<file path="config.mk">
export PLATFORM = sky130hd
export DESIGN_NAME = flash_host
export DESIGN_NICKNAME = d
export VERILOG_FILES = /design/src/flash_host_pkg.sv /design/src/flash_host.sv
export SDC_FILE = /design/constraint.sdc
export NUM_CORES = 1
export LEC_CHECK = 0
export ABC_AREA = 1
export ABC_CLOCK_PERIOD_IN_PS = 3400
export BUFFER_PORTS_ARGS = -buffer_cell sky130_fd_sc_hd__buf_4
export CAP_MARGIN = 30
export CORE_ASPECT_RATIO = 0.6
export CORE_MARGIN = 2
export CORE_UTILIZATION = 50
export DETAILED_ROUTE_END_ITERATION = 10
export GPL_ROUTABILITY_DRIVEN = 0
export GPL_TIMING_DRIVEN = 0
export PLACE_DENSITY = 0.74
export SYNTH_ARGS = -nofsm -noshare
export SYNTH_HDL_FRONTEND = slang
export SYNTH_SLANG_ARGS = --single-unit
</file>
<file path="constraint.sdc">
create_clock -name mclk -period 3.4 [get_ports mclk]
set_input_delay 0.34 -clock mclk [delete_from_list [all_inputs] [get_ports mclk]]
set_output_delay 0.34 -clock mclk [all_outputs]
set_load 0.03 [all_outputs]
</file>
<file path="src/flash_host_pkg.sv">
// Constants, types and command table for the parallel flash host controller.
package flash_host_pkg;
  localparam int CLK_NS = 8;
  // Bus timing of the flash, in ns (suspend in us), and derived cycle counts (rounded up).
  localparam int WE_LOW_NS = 40;
  localparam int WE_HIGH_NS = 30;
  localparam int READ_CYCLE_NS = 70;
  localparam int GAP_NS = 16;
  localparam int RESET_PULSE_NS = 500;
  localparam int RESET_RECOVERY_NS = 50;
  localparam int SUSPEND_US = 10;
  localparam logic [11:0] WE_LOW_CYC = 12'((WE_LOW_NS + CLK_NS - 1) / CLK_NS);
  localparam logic [11:0] WE_HIGH_CYC = 12'((WE_HIGH_NS + CLK_NS - 1) / CLK_NS);
  localparam logic [11:0] READ_CYC = 12'((READ_CYCLE_NS + CLK_NS - 1) / CLK_NS);
  localparam logic [11:0] GAP_CYC = 12'((GAP_NS + CLK_NS - 1) / CLK_NS);
  localparam logic [11:0] RST_LOW_CYC = 12'((RESET_PULSE_NS + CLK_NS - 1) / CLK_NS);
  localparam logic [11:0] RECOV_CYC =
    12'((RESET_RECOVERY_NS + CLK_NS - 1) / CLK_NS);
  localparam logic [11:0] SUSPEND_CYC =
    12'((SUSPEND_US * 1000 + CLK_NS - 1) / CLK_NS);
  // Register map, byte addresses.
  localparam logic [7:0] REG_CTRL = 8'h00;
  localparam logic [7:0] REG_ADDR = 8'h04;
  localparam logic [7:0] REG_WDATA = 8'h08;
  localparam logic [7:0] REG_STATUS = 8'h0c;
  localparam logic [7:0] REG_RDATA = 8'h10;
  localparam logic [7:0] REG_CFG = 8'h14;
  localparam int GO_BIT = 31;
  localparam int ST_BUSY = 0;
  localparam int ST_DONE = 1;
  localparam int ST_REFUSED = 2;
  localparam int ST_REISSUE = 3;
  localparam int ST_SUSPENDED = 4;
  localparam int CFG_WP = 0;
  localparam int CFG_BOTTOM = 1;
  localparam logic CFG_WP_RESET = 1'b1;
  // Flash command addresses and codes.
  localparam logic [20:0] A_UNLOCK1 = 21'h000555;
  localparam logic [20:0] A_UNLOCK2 = 21'h0002aa;
  localparam logic [20:0] A_QUERY_SHORT = 21'h000055;
  localparam logic [15:0] D_UNLOCK1 = 16'h00aa;
  localparam logic [15:0] D_UNLOCK2 = 16'h0055;
  localparam logic [15:0] D_PROG = 16'h00a0;
  localparam logic [15:0] D_ERASE = 16'h0080;
  localparam logic [15:0] D_SECTOR = 16'h0050;
  localparam logic [15:0] D_BLOCK = 16'h0030;
  localparam logic [15:0] D_CHIP = 16'h0010;
  localparam logic [15:0] D_SUSPEND = 16'h00b0;
  localparam logic [15:0] D_RESUME = 16'h0030;
  localparam logic [15:0] D_ID = 16'h0090;
  localparam logic [15:0] D_QUERY = 16'h0098;
  localparam logic [15:0] D_SECID = 16'h0088;
  localparam logic [15:0] D_SECID_PROG = 16'h00a5;
  localparam logic [15:0] D_SECID_LOCK = 16'h0085;
  localparam logic [15:0] D_LOCK_WORD = 16'h0000;
  localparam logic [15:0] D_EXIT = 16'h00f0;
  localparam logic [5:0] BOOT_BOTTOM_TAG = 6'h00;
  localparam logic [5:0] BOOT_TOP_TAG = 6'h3f;
  localparam int TOGGLE_BIT = 6;

  typedef enum logic [3:0] {
    OP_READ = 4'h0, OP_PROG = 4'h1, OP_SECT_ERASE = 4'h2,
    OP_BLOCK_ERASE = 4'h3, OP_CHIP_ERASE = 4'h4, OP_SUSPEND = 4'h5,
    OP_RESUME = 4'h6, OP_ID_ENTRY = 4'h7, OP_QUERY_ENTRY = 4'h8,
    OP_QUERY_SHORT = 4'h9, OP_SECID_ENTRY = 4'ha, OP_SECID_PROG = 4'hb,
    OP_SECID_LOCK = 4'hc, OP_EXIT = 4'hd, OP_HW_RESET = 4'he
  } op_t;

  typedef struct packed {
    logic [20:0] addr;
    logic [15:0] data;
    logic last;
  } seq_word_t;

  typedef struct packed {
    logic ce_n;
    logic oe_n;
    logic we_n;
    logic rst_n;
    logic wp_n;
    logic dq_oe_n;
    logic [20:0] addr;
    logic [15:0] dq_out;
  } flash_pins_t;
endpackage

</file>
<file path="src/flash_host.sv">
// APB-controlled host sequencer for an asynchronous parallel NOR flash.
`timescale 1ns/1ps
// Operation
// Program and erase end when two successive toggle bit reads agree.
// Erase status polling starts only after the sixth write strobe rises.
// Suspended sector reads give toggle bit fixed at one.
// Program during suspend toggles the toggle bit while running.
// Suspend toggle bit toggles in erase and suspended reads, not program.
// Suspend toggle bit valid only after the last write strobe rises.
// Polling bit: complement in program, zero in erase, one if suspended.
// Host holds a valid address during every status read.
// Write strobe pulses shorter than 5 ns are ignored by the flash.
// Writes blocked while output gate low or strobes high.
// Protect pin low guards the 32 KWord boot block from change.
// Reset pin low for the minimum pulse aborts and returns to read.
// Host waits the recovery time after reset and reissues lost work; the code only sets the reissue status bit if reset lands during suspend.
// Program needs the three-cycle unlock, erase the six-cycle sequence.
// Invalid command in an unlock sequence returns flash to read mode.
// Upper data byte is ignored in unlock cycles but driven valid.
// Query entry: unlock plus 98H at 555H, or 98H at 55H alone.
// Identification mode reads word 0000H as maker, 0001H as device.
// Exit command restores read mode, ignored while an operation runs.
// Secure serial area: 136 words, user part lockable, never erasable.
// Secure serial area program completion uses the toggle bits only.
// Secure serial area entry is unlock plus 88H at 555H.
// B0H at any address suspends erase within 10 us; 30H resumes.
// Commands written during an internal program are ignored.
// Query, identification and serial modes read info until exit or reset.
module flash_host (
  input wire logic mclk,
  input wire logic arst_n,
  input wire logic psel,
  input wire logic penable,
  input wire logic pwrite,
  input wire logic [7:0] paddr,
  input wire logic [31:0] pwdata,
  output logic [31:0] prdata,
  output logic pready,
  output logic pslverr,
  output flash_host_pkg::flash_pins_t flash,
  input wire logic [15:0] flash_dq_in
);
  typedef enum logic [2:0] {
    S_IDLE = 3'h0, S_WR_LOW = 3'h1, S_WR_HIGH = 3'h2, S_RD_LOW = 3'h3,
    S_RD_GAP = 3'h4, S_RST_LOW = 3'h5, S_WAIT = 3'h6
  } state_t;

  function automatic flash_host_pkg::seq_word_t seq_word(
      flash_host_pkg::op_t op, logic [2:0] step, logic [20:0] target,
      logic [15:0] wdata);
    flash_host_pkg::seq_word_t w;
    logic [15:0] cmd;
    w = '{addr: flash_host_pkg::A_UNLOCK1, data: flash_host_pkg::D_UNLOCK1,
          last: 1'b0};
    case (op)
      flash_host_pkg::OP_PROG: cmd = flash_host_pkg::D_PROG;
      flash_host_pkg::OP_ID_ENTRY: cmd = flash_host_pkg::D_ID;
      flash_host_pkg::OP_QUERY_ENTRY: cmd = flash_host_pkg::D_QUERY;
      flash_host_pkg::OP_SECID_ENTRY: cmd = flash_host_pkg::D_SECID;
      flash_host_pkg::OP_SECID_PROG: cmd = flash_host_pkg::D_SECID_PROG;
      flash_host_pkg::OP_SECID_LOCK: cmd = flash_host_pkg::D_SECID_LOCK;
      default: cmd = flash_host_pkg::D_ERASE;
    endcase
    case (op)
      flash_host_pkg::OP_SUSPEND: w = '{target, flash_host_pkg::D_SUSPEND, 1'b1};
      flash_host_pkg::OP_RESUME: w = '{target, flash_host_pkg::D_RESUME, 1'b1};
      flash_host_pkg::OP_EXIT: w = '{target, flash_host_pkg::D_EXIT, 1'b1};
      flash_host_pkg::OP_QUERY_SHORT: begin
        w = '{flash_host_pkg::A_QUERY_SHORT, flash_host_pkg::D_QUERY, 1'b1};
      end
      default: begin
        // Upper byte of every command word is driven low.  // see
        if (step == 3'h1 || step == 3'h4) begin
          w = '{flash_host_pkg::A_UNLOCK2, flash_host_pkg::D_UNLOCK2, 1'b0};
        end else if (step == 3'h2) begin
          w = '{flash_host_pkg::A_UNLOCK1, cmd, 1'b0};
          w.last = (op == flash_host_pkg::OP_ID_ENTRY) ||
                   (op == flash_host_pkg::OP_QUERY_ENTRY) ||
                   (op == flash_host_pkg::OP_SECID_ENTRY);
        end else if (step == 3'h3) begin
          if (op == flash_host_pkg::OP_PROG ||
              op == flash_host_pkg::OP_SECID_PROG) begin
            w = '{target, wdata, 1'b1};
          end else if (op == flash_host_pkg::OP_SECID_LOCK) begin
            w = '{target, flash_host_pkg::D_LOCK_WORD, 1'b1};
          end
        end else if (step == 3'h5) begin
          if (op == flash_host_pkg::OP_SECT_ERASE) begin
            w = '{target, flash_host_pkg::D_SECTOR, 1'b1};
          end else if (op == flash_host_pkg::OP_BLOCK_ERASE) begin
            w = '{target, flash_host_pkg::D_BLOCK, 1'b1};
          end else begin
            w = '{flash_host_pkg::A_UNLOCK1, flash_host_pkg::D_CHIP, 1'b1};
          end
        end
      end
    endcase
    return w;
  endfunction

  function automatic logic alters_array(flash_host_pkg::op_t op);
    return op == flash_host_pkg::OP_PROG || op == flash_host_pkg::OP_SECT_ERASE
        || op == flash_host_pkg::OP_BLOCK_ERASE
        || op == flash_host_pkg::OP_CHIP_ERASE;
  endfunction

  function automatic logic polls(flash_host_pkg::op_t op);
    return alters_array(op) || op == flash_host_pkg::OP_RESUME ||
           op == flash_host_pkg::OP_SECID_PROG ||
           op == flash_host_pkg::OP_SECID_LOCK;
  endfunction

  state_t state, next_state;
  flash_host_pkg::op_t op, next_op, go_op;
  logic [20:0] addr, next_addr;
  logic [15:0] wdata, next_wdata, rdata, next_rdata;
  logic [2:0] step, next_step;
  logic [11:0] timer, next_timer;
  logic busy, next_busy, done, next_done, refused, next_refused;
  logic reissue, next_reissue, suspended, next_suspended;
  logic polling, next_polling, prev_valid, next_prev_valid;
  logic prev_bit, next_prev_bit, cfg_wp_n, next_cfg_wp_n;
  logic cfg_bottom, next_cfg_bottom, next_pslverr, in_boot;
  logic [31:0] next_prdata;
  logic [15:0] dq_s1, dq_s2, dq_s3;
  flash_host_pkg::flash_pins_t next_flash;
  flash_host_pkg::seq_word_t sw, nsw;

  assign pready = penable;

  always_comb begin
    next_state = state;
    next_op = op;
    next_addr = addr;
    next_wdata = wdata;
    next_rdata = rdata;
    next_step = step;
    next_timer = timer + 12'h001;
    next_busy = busy;
    next_done = done;
    next_refused = refused;
    next_reissue = reissue;
    next_suspended = suspended;
    next_polling = polling;
    next_prev_valid = prev_valid;
    next_prev_bit = prev_bit;
    next_cfg_wp_n = cfg_wp_n;
    next_cfg_bottom = cfg_bottom;
    next_prdata = prdata;
    next_pslverr = pslverr;
    go_op = flash_host_pkg::op_t'(pwdata[3:0]);
    sw = seq_word(op, step, addr, wdata);
    in_boot = addr[20:15] == (cfg_bottom ? flash_host_pkg::BOOT_BOTTOM_TAG
                                         : flash_host_pkg::BOOT_TOP_TAG);
    if (psel && !penable) begin
      next_pslverr = 1'b0;
      if (paddr == flash_host_pkg::REG_CTRL) begin
        next_prdata = {28'h0000000, op};
      end else if (paddr == flash_host_pkg::REG_ADDR) begin
        next_prdata = {11'h000, addr};
      end else if (paddr == flash_host_pkg::REG_WDATA) begin
        next_prdata = {16'h0000, wdata};
      end else if (paddr == flash_host_pkg::REG_STATUS) begin
        next_prdata = {27'h0000000, suspended, reissue, refused, done, busy};
      end else if (paddr == flash_host_pkg::REG_RDATA) begin
        next_prdata = {16'h0000, rdata};
      end else if (paddr == flash_host_pkg::REG_CFG) begin
        next_prdata = {30'h00000000, cfg_bottom, cfg_wp_n};
      end else begin
        next_prdata = 32'h00000000;
        next_pslverr = 1'b1;
      end
    end
    if (psel && penable && pwrite) begin
      if (paddr == flash_host_pkg::REG_STATUS) begin
        next_done = done & ~pwdata[flash_host_pkg::ST_DONE];
        next_refused = refused & ~pwdata[flash_host_pkg::ST_REFUSED];
        next_reissue = reissue & ~pwdata[flash_host_pkg::ST_REISSUE];
      end else if (paddr == flash_host_pkg::REG_CFG) begin
        next_cfg_wp_n = pwdata[flash_host_pkg::CFG_WP];
        next_cfg_bottom = pwdata[flash_host_pkg::CFG_BOTTOM];
      end else if (busy) begin
        // No address, data or command write reaches the flash while an operation runs.  // see
      end else if (paddr == flash_host_pkg::REG_ADDR) begin
        next_addr = pwdata[20:0];
      end else if (paddr == flash_host_pkg::REG_WDATA) begin
        next_wdata = pwdata[15:0];
      end else if (paddr == flash_host_pkg::REG_CTRL &&
                   pwdata[flash_host_pkg::GO_BIT]) begin
        next_op = go_op;
        next_step = 3'h0;
        next_timer = 12'h000;
        // Refuse to alter the guarded block while protect is low.  // see
        if (!cfg_wp_n && alters_array(go_op) &&
            (in_boot || go_op == flash_host_pkg::OP_CHIP_ERASE)) begin
          next_refused = 1'b1;
        end else begin
          next_busy = 1'b1;
          if (go_op == flash_host_pkg::OP_HW_RESET) begin
            next_state = S_RST_LOW;
          end else if (go_op == flash_host_pkg::OP_READ) begin
            next_polling = 1'b0;
            next_state = S_RD_LOW;
          end else begin
            next_state = S_WR_LOW;
          end
        end
      end
    end
    case (state)
      S_WR_LOW: begin
        // Strobe held low well beyond the glitch filter.  // see
        if (timer == flash_host_pkg::WE_LOW_CYC - 12'h001) begin
          next_state = S_WR_HIGH;
          next_timer = 12'h000;
        end
      end
      S_WR_HIGH: begin
        if (timer == flash_host_pkg::WE_HIGH_CYC - 12'h001) begin
          next_timer = 12'h000;
          if (!sw.last) begin
            next_step = step + 3'h1;
            next_state = S_WR_LOW;
          end else if (op == flash_host_pkg::OP_SUSPEND) begin
            next_suspended = 1'b1;
            next_state = S_WAIT;
          end else if (polls(op)) begin
            // Polling starts only once the final strobe has risen.
            next_suspended = suspended && op != flash_host_pkg::OP_RESUME;
            next_polling = 1'b1;
            next_prev_valid = 1'b0;
            next_state = S_RD_GAP;
          end else begin
            next_busy = 1'b0;
            next_done = 1'b1;
            next_state = S_IDLE;
          end
        end
      end
      S_RD_LOW: begin
        if (timer >= flash_host_pkg::READ_CYC - 12'h001) begin
          next_timer = timer;
          if (dq_s2 == dq_s3) begin
            next_rdata = dq_s3;
            next_timer = 12'h000;
            next_prev_bit = dq_s3[flash_host_pkg::TOGGLE_BIT];
            next_prev_valid = 1'b1;
            next_state = S_RD_GAP;
            // Toggle bit compare, never the polling bit.  // see
            if (!polling || (prev_valid &&
                prev_bit == dq_s3[flash_host_pkg::TOGGLE_BIT])) begin
              next_busy = 1'b0;
              next_done = 1'b1;
              next_state = S_IDLE;
            end
          end
        end
      end
      S_RD_GAP: begin
        if (timer == flash_host_pkg::GAP_CYC - 12'h001) begin
          next_timer = 12'h000;
          next_state = S_RD_LOW;
        end
      end
      S_RST_LOW: begin
        if (timer == flash_host_pkg::RST_LOW_CYC - 12'h001) begin
          next_timer = 12'h000;
          next_reissue = reissue | suspended;
          next_suspended = 1'b0;
          next_state = S_WAIT;
        end
      end
      S_WAIT: begin
        if (timer == (op == flash_host_pkg::OP_HW_RESET ?
            flash_host_pkg::RECOV_CYC : flash_host_pkg::SUSPEND_CYC)
            - 12'h001) begin
          next_busy = 1'b0;
          next_done = 1'b1;
          next_state = S_IDLE;
        end
      end
      default: next_timer = 12'h000;
    endcase
    nsw = seq_word(next_op, next_step, next_addr, next_wdata);
    // Output gate is never low while a write strobe is low.  // see
    next_flash.ce_n = !(next_state == S_WR_LOW || next_state == S_RD_LOW);
    next_flash.we_n = next_state != S_WR_LOW;
    next_flash.oe_n = next_state != S_RD_LOW;
    next_flash.rst_n = next_state != S_RST_LOW;
    next_flash.wp_n = next_cfg_wp_n;
    next_flash.dq_oe_n = !(next_state == S_WR_LOW || next_state == S_WR_HIGH);
    next_flash.dq_out = nsw.data;
    // Reads keep the target address on the pins.  // see
    next_flash.addr = next_flash.dq_oe_n ? next_addr : nsw.addr;
  end

  always_ff @(posedge mclk or negedge arst_n) begin
    if (!arst_n) begin
      state <= S_IDLE;
      op <= flash_host_pkg::OP_READ;
      addr <= 21'h000000;
      wdata <= 16'h0000;
      rdata <= 16'h0000;
      step <= 3'h0;
      timer <= 12'h000;
      busy <= 1'b0;
      done <= 1'b0;
      refused <= 1'b0;
      reissue <= 1'b0;
      suspended <= 1'b0;
      polling <= 1'b0;
      prev_valid <= 1'b0;
      prev_bit <= 1'b0;
      cfg_wp_n <= flash_host_pkg::CFG_WP_RESET;
      cfg_bottom <= 1'b0;
      prdata <= 32'h00000000;
      pslverr <= 1'b0;
      flash <= '{ce_n: 1'b1, oe_n: 1'b1, we_n: 1'b1, rst_n: 1'b1,
                 wp_n: flash_host_pkg::CFG_WP_RESET, dq_oe_n: 1'b1,
                 addr: 21'h000000, dq_out: 16'h0000};
      dq_s1 <= 16'h0000;
      dq_s2 <= 16'h0000;
      dq_s3 <= 16'h0000;
    end else begin
      state <= next_state;
      op <= next_op;
      addr <= next_addr;
      wdata <= next_wdata;
      rdata <= next_rdata;
      step <= next_step;
      timer <= next_timer;
      busy <= next_busy;
      done <= next_done;
      refused <= next_refused;
      reissue <= next_reissue;
      suspended <= next_suspended;
      polling <= next_polling;
      prev_valid <= next_prev_valid;
      prev_bit <= next_prev_bit;
      cfg_wp_n <= next_cfg_wp_n;
      cfg_bottom <= next_cfg_bottom;
      prdata <= next_prdata;
      pslverr <= next_pslverr;
      flash <= next_flash;
      dq_s1 <= flash_dq_in;
      dq_s2 <= dq_s1;
      dq_s3 <= dq_s2;
    end
  end

  // Helper count of cycles the reset pin has been low.
  logic [11:0] rst_low_cnt;
  always_ff @(posedge mclk or negedge arst_n) begin
    if (!arst_n) begin
      rst_low_cnt <= 12'h000;
    end else begin
      rst_low_cnt <= flash.rst_n ? 12'h000 : rst_low_cnt + 12'h001;
    end
  end
endmodule

</file>
# ---- Word level (Yosys, flattened, before mapping)
# Cells that the tools add are included.
dict set report word_totals {
  regBits 208
  inputBits 61
  mem_bits_rw 0
  output_inout_bits 77
  mem_bits_ro 0
  n_memories 0
  latchBits 0
  word_cells 330
}
dict set report classes {
  n_reduce_logical 45
  magnitude_cmp 1
  shifts 0
  n_eq_ne 80
  div 0
  n_mul 0
  muxes 164
  n_bitwise 8
  addsub 3
}
# op count
set ops {}
lappend ops {{2-to-1 mux 38 bit} 8}
lappend ops {{2-to-1 mux 21 bit} 8}
lappend ops {{2-to-1 mux 12 bit} 13}
lappend ops {{case mux 38 bit (4 select lines)} 1}
lappend ops {{2-to-1 mux 16 bit} 9}
lappend ops {{2-to-1 mux 3 bit} 30}
lappend ops {{2-to-1 mux 1 bit} 76}
lappend ops {{case mux 12 bit (6 select lines)} 1}
lappend ops {{equality test 4 bit (second input constant)} 14}
lappend ops {{case mux 6 bit (6 select lines)} 1}
lappend ops {{equality test 4 x 3 -> 1 bit (second input constant)} 8}
lappend ops {{2-to-1 mux 4 bit} 7}
lappend ops {{equality test 3 x 2 -> 1 bit (second input constant)} 8}
lappend ops {{equality test 4 x 2 -> 1 bit (second input constant)} 6}
lappend ops {{equality test 3 bit (second input constant)} 7}
lappend ops {{logical OR 1 bit} 21}
lappend ops {{case mux 3 bit (6 select lines)} 1}
lappend ops {{equality test 16 bit} 1}
lappend ops {{equality test 8 x 4 -> 1 bit (second input constant)} 2}
lappend ops {{equality test 8 x 5 -> 1 bit (second input constant)} 2}
lappend ops {{!= test 2 bit (second input constant)} 8}
lappend ops {{AND reduction 7 bit} 2}
lappend ops {{adder 12 x 1 -> 12 bit (second input constant)} 1}
lappend ops {{equality test 12 x 1 -> 1 bit (second input constant)} 1}
lappend ops {{other kinds (33)} 65}

# ---- Logic depth before layout (Yosys ltp)
dict set report depth {
  word_depth 20
  ltp_mapped 21
  mapped_depth_nobuf 21
}

# ---- Least setup slack after synthesis
# No wires, ideal clock.
dict set report synth_path {
  kind {reg2reg}
  start {register timer[0]}
  end {register flash[27] in the netlist's numbering}
  setup_slack_ns 1.185
  required_time_ns 3.274
  stages_incl_launch_ff 18
  setup_ns 0.126
  arrival_time_ns 2.089
  period_less_slack_ns 2.215
  path_buffers 0
  cell_sequence {dfrtp_1 inv_1 ha_1 inv_1 nor2_1 nand2_1 o21ai_0 nand3_1 nor2_1 nand3_1 nand2_1 nand2_2 nand2_1 nand2_1 nand2_4 nand3_4 nor2_8 nor2_2}
}
# item line_no
set synth_rtl {}
lappend synth_rtl {{start, declared} flash_host.sv:118} ;# logic [11:0] timer, next_timer;
lappend synth_rtl {{start signal, assigned} flash_host.sv:331} ;# timer <= next_timer;
lappend synth_rtl {{end signal, assigned} flash_host.sv:318} ;# flash <= '{ce_n: 1'b1, oe_n: 1'b1, we_n: 1'b1, rst_n: 1'b1,
lappend synth_rtl {{end signal, assigned} flash_host.sv:344} ;# flash <= next_flash;
lappend synth_rtl {{end, declared} flash_host.sv:40} ;# output flash_host_pkg::flash_pins_t flash,

==> results.yml <==
worst_setup_path:
  path_max_fanout: 5
  worst_setup_path_start_kind: "register"
  crit_chain: "ha_1, inv_1, nor2_1, nand3_1, clkinv_1, nand3_2, nand3_1, nand2_2, inv_2, nand2_1, nor2_1, nand2_1, nand2_1, nand2_1, o21ai_1"
  cp_num_cells: 15
  cp_common_cell: "nand2_1"
  crit_family: "simple AND/OR/NAND/NOR gates"
  crit_required_ns: 3.74
  slowest_delay_ns: 0.43
  r2r_cells: 15
  arrival_ns: 3.10
  crit_type: "reg2reg"
  crit_buf_inv: 3
  crit_slowest_cell: "dfrtp_1"
  cp-end-kind: "register"
sta:
  max_freq_ghz: 0.362
  finClkSkew_ns: 0.0178
  slew_violations: 0
  period_minus_slack_ns: 2.76
  max_slew_margin: 0.544
  hold_viol: 0
  fin_crit_sh: 0.812
  tns_ns: 0
  worst_slack_ns: 0.639
  setup_viol: 0
  rsz0062_at_grt: "false"
  tightestPinTransition_ns: 0.676
logic_synthesis:
  synth_ff_type: "dfrtp_1"
  synth.largest_area_cell: "dfrtp_1"
  ys_seq_elements: 196
  yosys_warnings: 0
  synthArstFlopShare: 1.00
  ys_seq_area_frac: 0.527
  synth.top_cell.area_share: 0.510
  synth_edf_count: 0
  netlist_instances: 1078
  synth_area_sq_mm: 0.00932
  yosysUniqueCellTypes: 55
  synthTopCellsByArea: "dfrtp_1 51%, nand2_1 11%, inv_1 5.4%"
  syn_area_per_cell_sq_um: 8.64
drt:
  drc: 0
  routed_wl_mm: 23.5
  first_iter_violations: 1030
  routedWlPerCell_microns: 15.8
  first_pass_iters: 8
  antenna_left: 0
  dr_total_vias: 7785
  via_per_inst: 5.23
global_routing:
  grt.total_usage: 0.246
  grt_start_max_net_pins: 125
  grt_overflow: 0
  grt_pass1_vias: 7226
  antenna_found_initial: 0
  grt_pass1_wl_mm: 37.9
die:
  coreArea_sq_mm: 0.0182
  initial_core_util: 0.513
  die_y_microns: 110
  dieArea_sq_mm: 0.0198
  rows: 38
  ios: 138
  die_x_microns: 180
clocking:
  ctsResizeCount: 0
  cts_made_buffers: 17
  root_buffer: "clkbuf_16"
  cts_tree: "done"
  cts_setup_buffers: 0
  clock-sinks: 196
  clk_latency_ns: 0.44
  htree_levels: 4
  path_clk_slew_ns: 0.09
  clockBufferDepth: 2
layout:
  syn_to_final_growth_pct: 21.4
  fillers: 1486
  diodes: 0
  design_area_sq_mm: 0.0113
  nets: 1306
  finalNonFillerCells: 1489
  layout-drive-gt1-share: 0.213
outcome:
  outcome: "finished clean"
flow_run:
  maxCapViolations: 0
place:
  postPlaceCellArea_sq_mm: 0.0106
  dp_hpwl_mm: 17.4
  dp_cells: 1445
  io_buffers: 116
  pre_cts_slack_ns: 0.688
worst_hold_path:
  worstHoldPathCells: 1
  worstHoldPathType: "in2reg"
power:
  p_leak_nw: 5.82
  power_density_mw_per_mm2: 546
  vdd_drop_max_mv: 0.360
## report_power, final
part | total [W] | switching, W | internal (W)
combinational | 0.00148 | 0.000998 | 0.000481
clock | 0.00210 | 0.00107 | 0.00103
sequential | 0.00260 | 0.0000879 | 0.00251
total | 0.00618 | 0.00216 | 0.00402
## cell usage after synthesis (3+ instances only)
library cell  instances
a21oi_1              19
a221oi_1             12
a31oi_1               3
buf_4                14
clkbuf_1             13
clkinv_1              3
dfrtp_1             190
dfstp_2               6
ha_1                  9
inv_1               133
inv_2                12
mux2_2                6
mux2i_1               5
nand2_1             270
nand2_2              23
nand2_4              10
nand3_1              43
nand3_2               5
nand3_4               4
nand3b_1              3
nand4_1              10
nor2_1              100
nor2_2               20
nor3_1               23
o21ai_0              76
o21ai_1               8
o221ai_1              4
o22ai_1               5
xor2_1               15
## layout by cell type (no fill, tap or decap), types with 6 or more instances in the layout
cell,count
dfstp_2,6
inv_12,6
clkbuf_16,17
clkbuf_1,13
a221oi_1,12
nand4_1,10
inv_1,133
o21ai_0,76
buf_4,129
nor2_2,20
nand2_2,23
o21ai_1,8
nor2_1,100
nand2_4,10
a21oi_1,19
nor3_1,23
xor2_1,15
dfrtp_1,190
nand2_1,270
ha_1,9
nand3_1,43
dlygate4sd3_1,12
mux2_2,6
inv_2,12
conb_1,11
## timing repair
action | 4_1_cts | 5_1_grt
hold buffers | 9 | 3
hold endpoints to repair | 74 | 3
setup endpoints to repair | 0 | 0
## cell type report
type	instances	area, sq um	area share
clock buffer	17	425	0.0376
multi-input combinational	712	3700	0.327
inverter	150	567	0.0501
sequential	196	4910	0.434
timing repair buffer	129	1030	0.0907
tap	240	300	0.0266
clock inverter	15	203	0.0179
buffer	30	175	0.0155
## flip-flops by register name (all words and copies together), names as in the netlist, 4 cells and up
| register | count |
|---|---|
| timer | 12 |
| wdata | 16 |
| dq_s3 | 16 |
| op | 4 |
| dq_s1 | 16 |
| flash | 42 |
| addr | 21 |
| rdata | 16 |
| prdata | 21 |
| dq_s2 | 16 |
## per-layer routing
metal | track usage | vias up | wire [microns]
met5 | 0 | - | 0
met4 | 0.0616 | 0 | 285
met3 | 0.0600 | 33 | 2420
met2 | 0.357 | 378 | 9930
met1 | 0.371 | 3632 | 10800
li1 | - | 3742 | -
## stage by stage
| stage | hold WS (ns) | total power [W] | utilization |
|---|---|---|---|
| CTS | 0.000471 | 0.00620 | 0.621 |
| global route | 0.000687 | 0.00647 | 0.623 |
| detailed placement | 0.335 | 0.00410 | 0.581 |
| finish | 0.00923 | 0.00618 | 0.623 |
| floorplan | 0.0444 | 0.00361 | - |
| global placement | 0.331 | 0.00407 | 0.579 |
## kinds of logic after synthesis
group	after synthesis	synth area share
compound gates	140	0.0878
xor+xnor	16	0.0150
fa+ha+maj	9	0.0121
buf+inv	180	0.0796
flops	196	0.527
mux	11	0.0126
other cells	1	0.000403
simple gates	525	0.265
## worst paths after layout
check | startpoint | to | slack, ns
max | timer[0]$_DFFE_PN0P_ | flash[0]$_DFF_PN0_ | 0.64
min | flash_dq_in[2] | dq_s1[2]$_DFF_PN0_ | 0.009
max reg2reg | timer[0]$_DFFE_PN0P_ | flash[0]$_DFF_PN0_ | 0.64
min reg2reg | dq_s1[5]$_DFF_PN0_ | dq_s2[5]$_DFF_PN0_ | 0.35
max in group asynchronous | arst_n | suspended$_DFFE_PN0P_ | 1.95
min in group asynchronous | arst_n | flash[28]$_DFF_PN0_ | 0.44
Power figures use the tool's default switching activity.
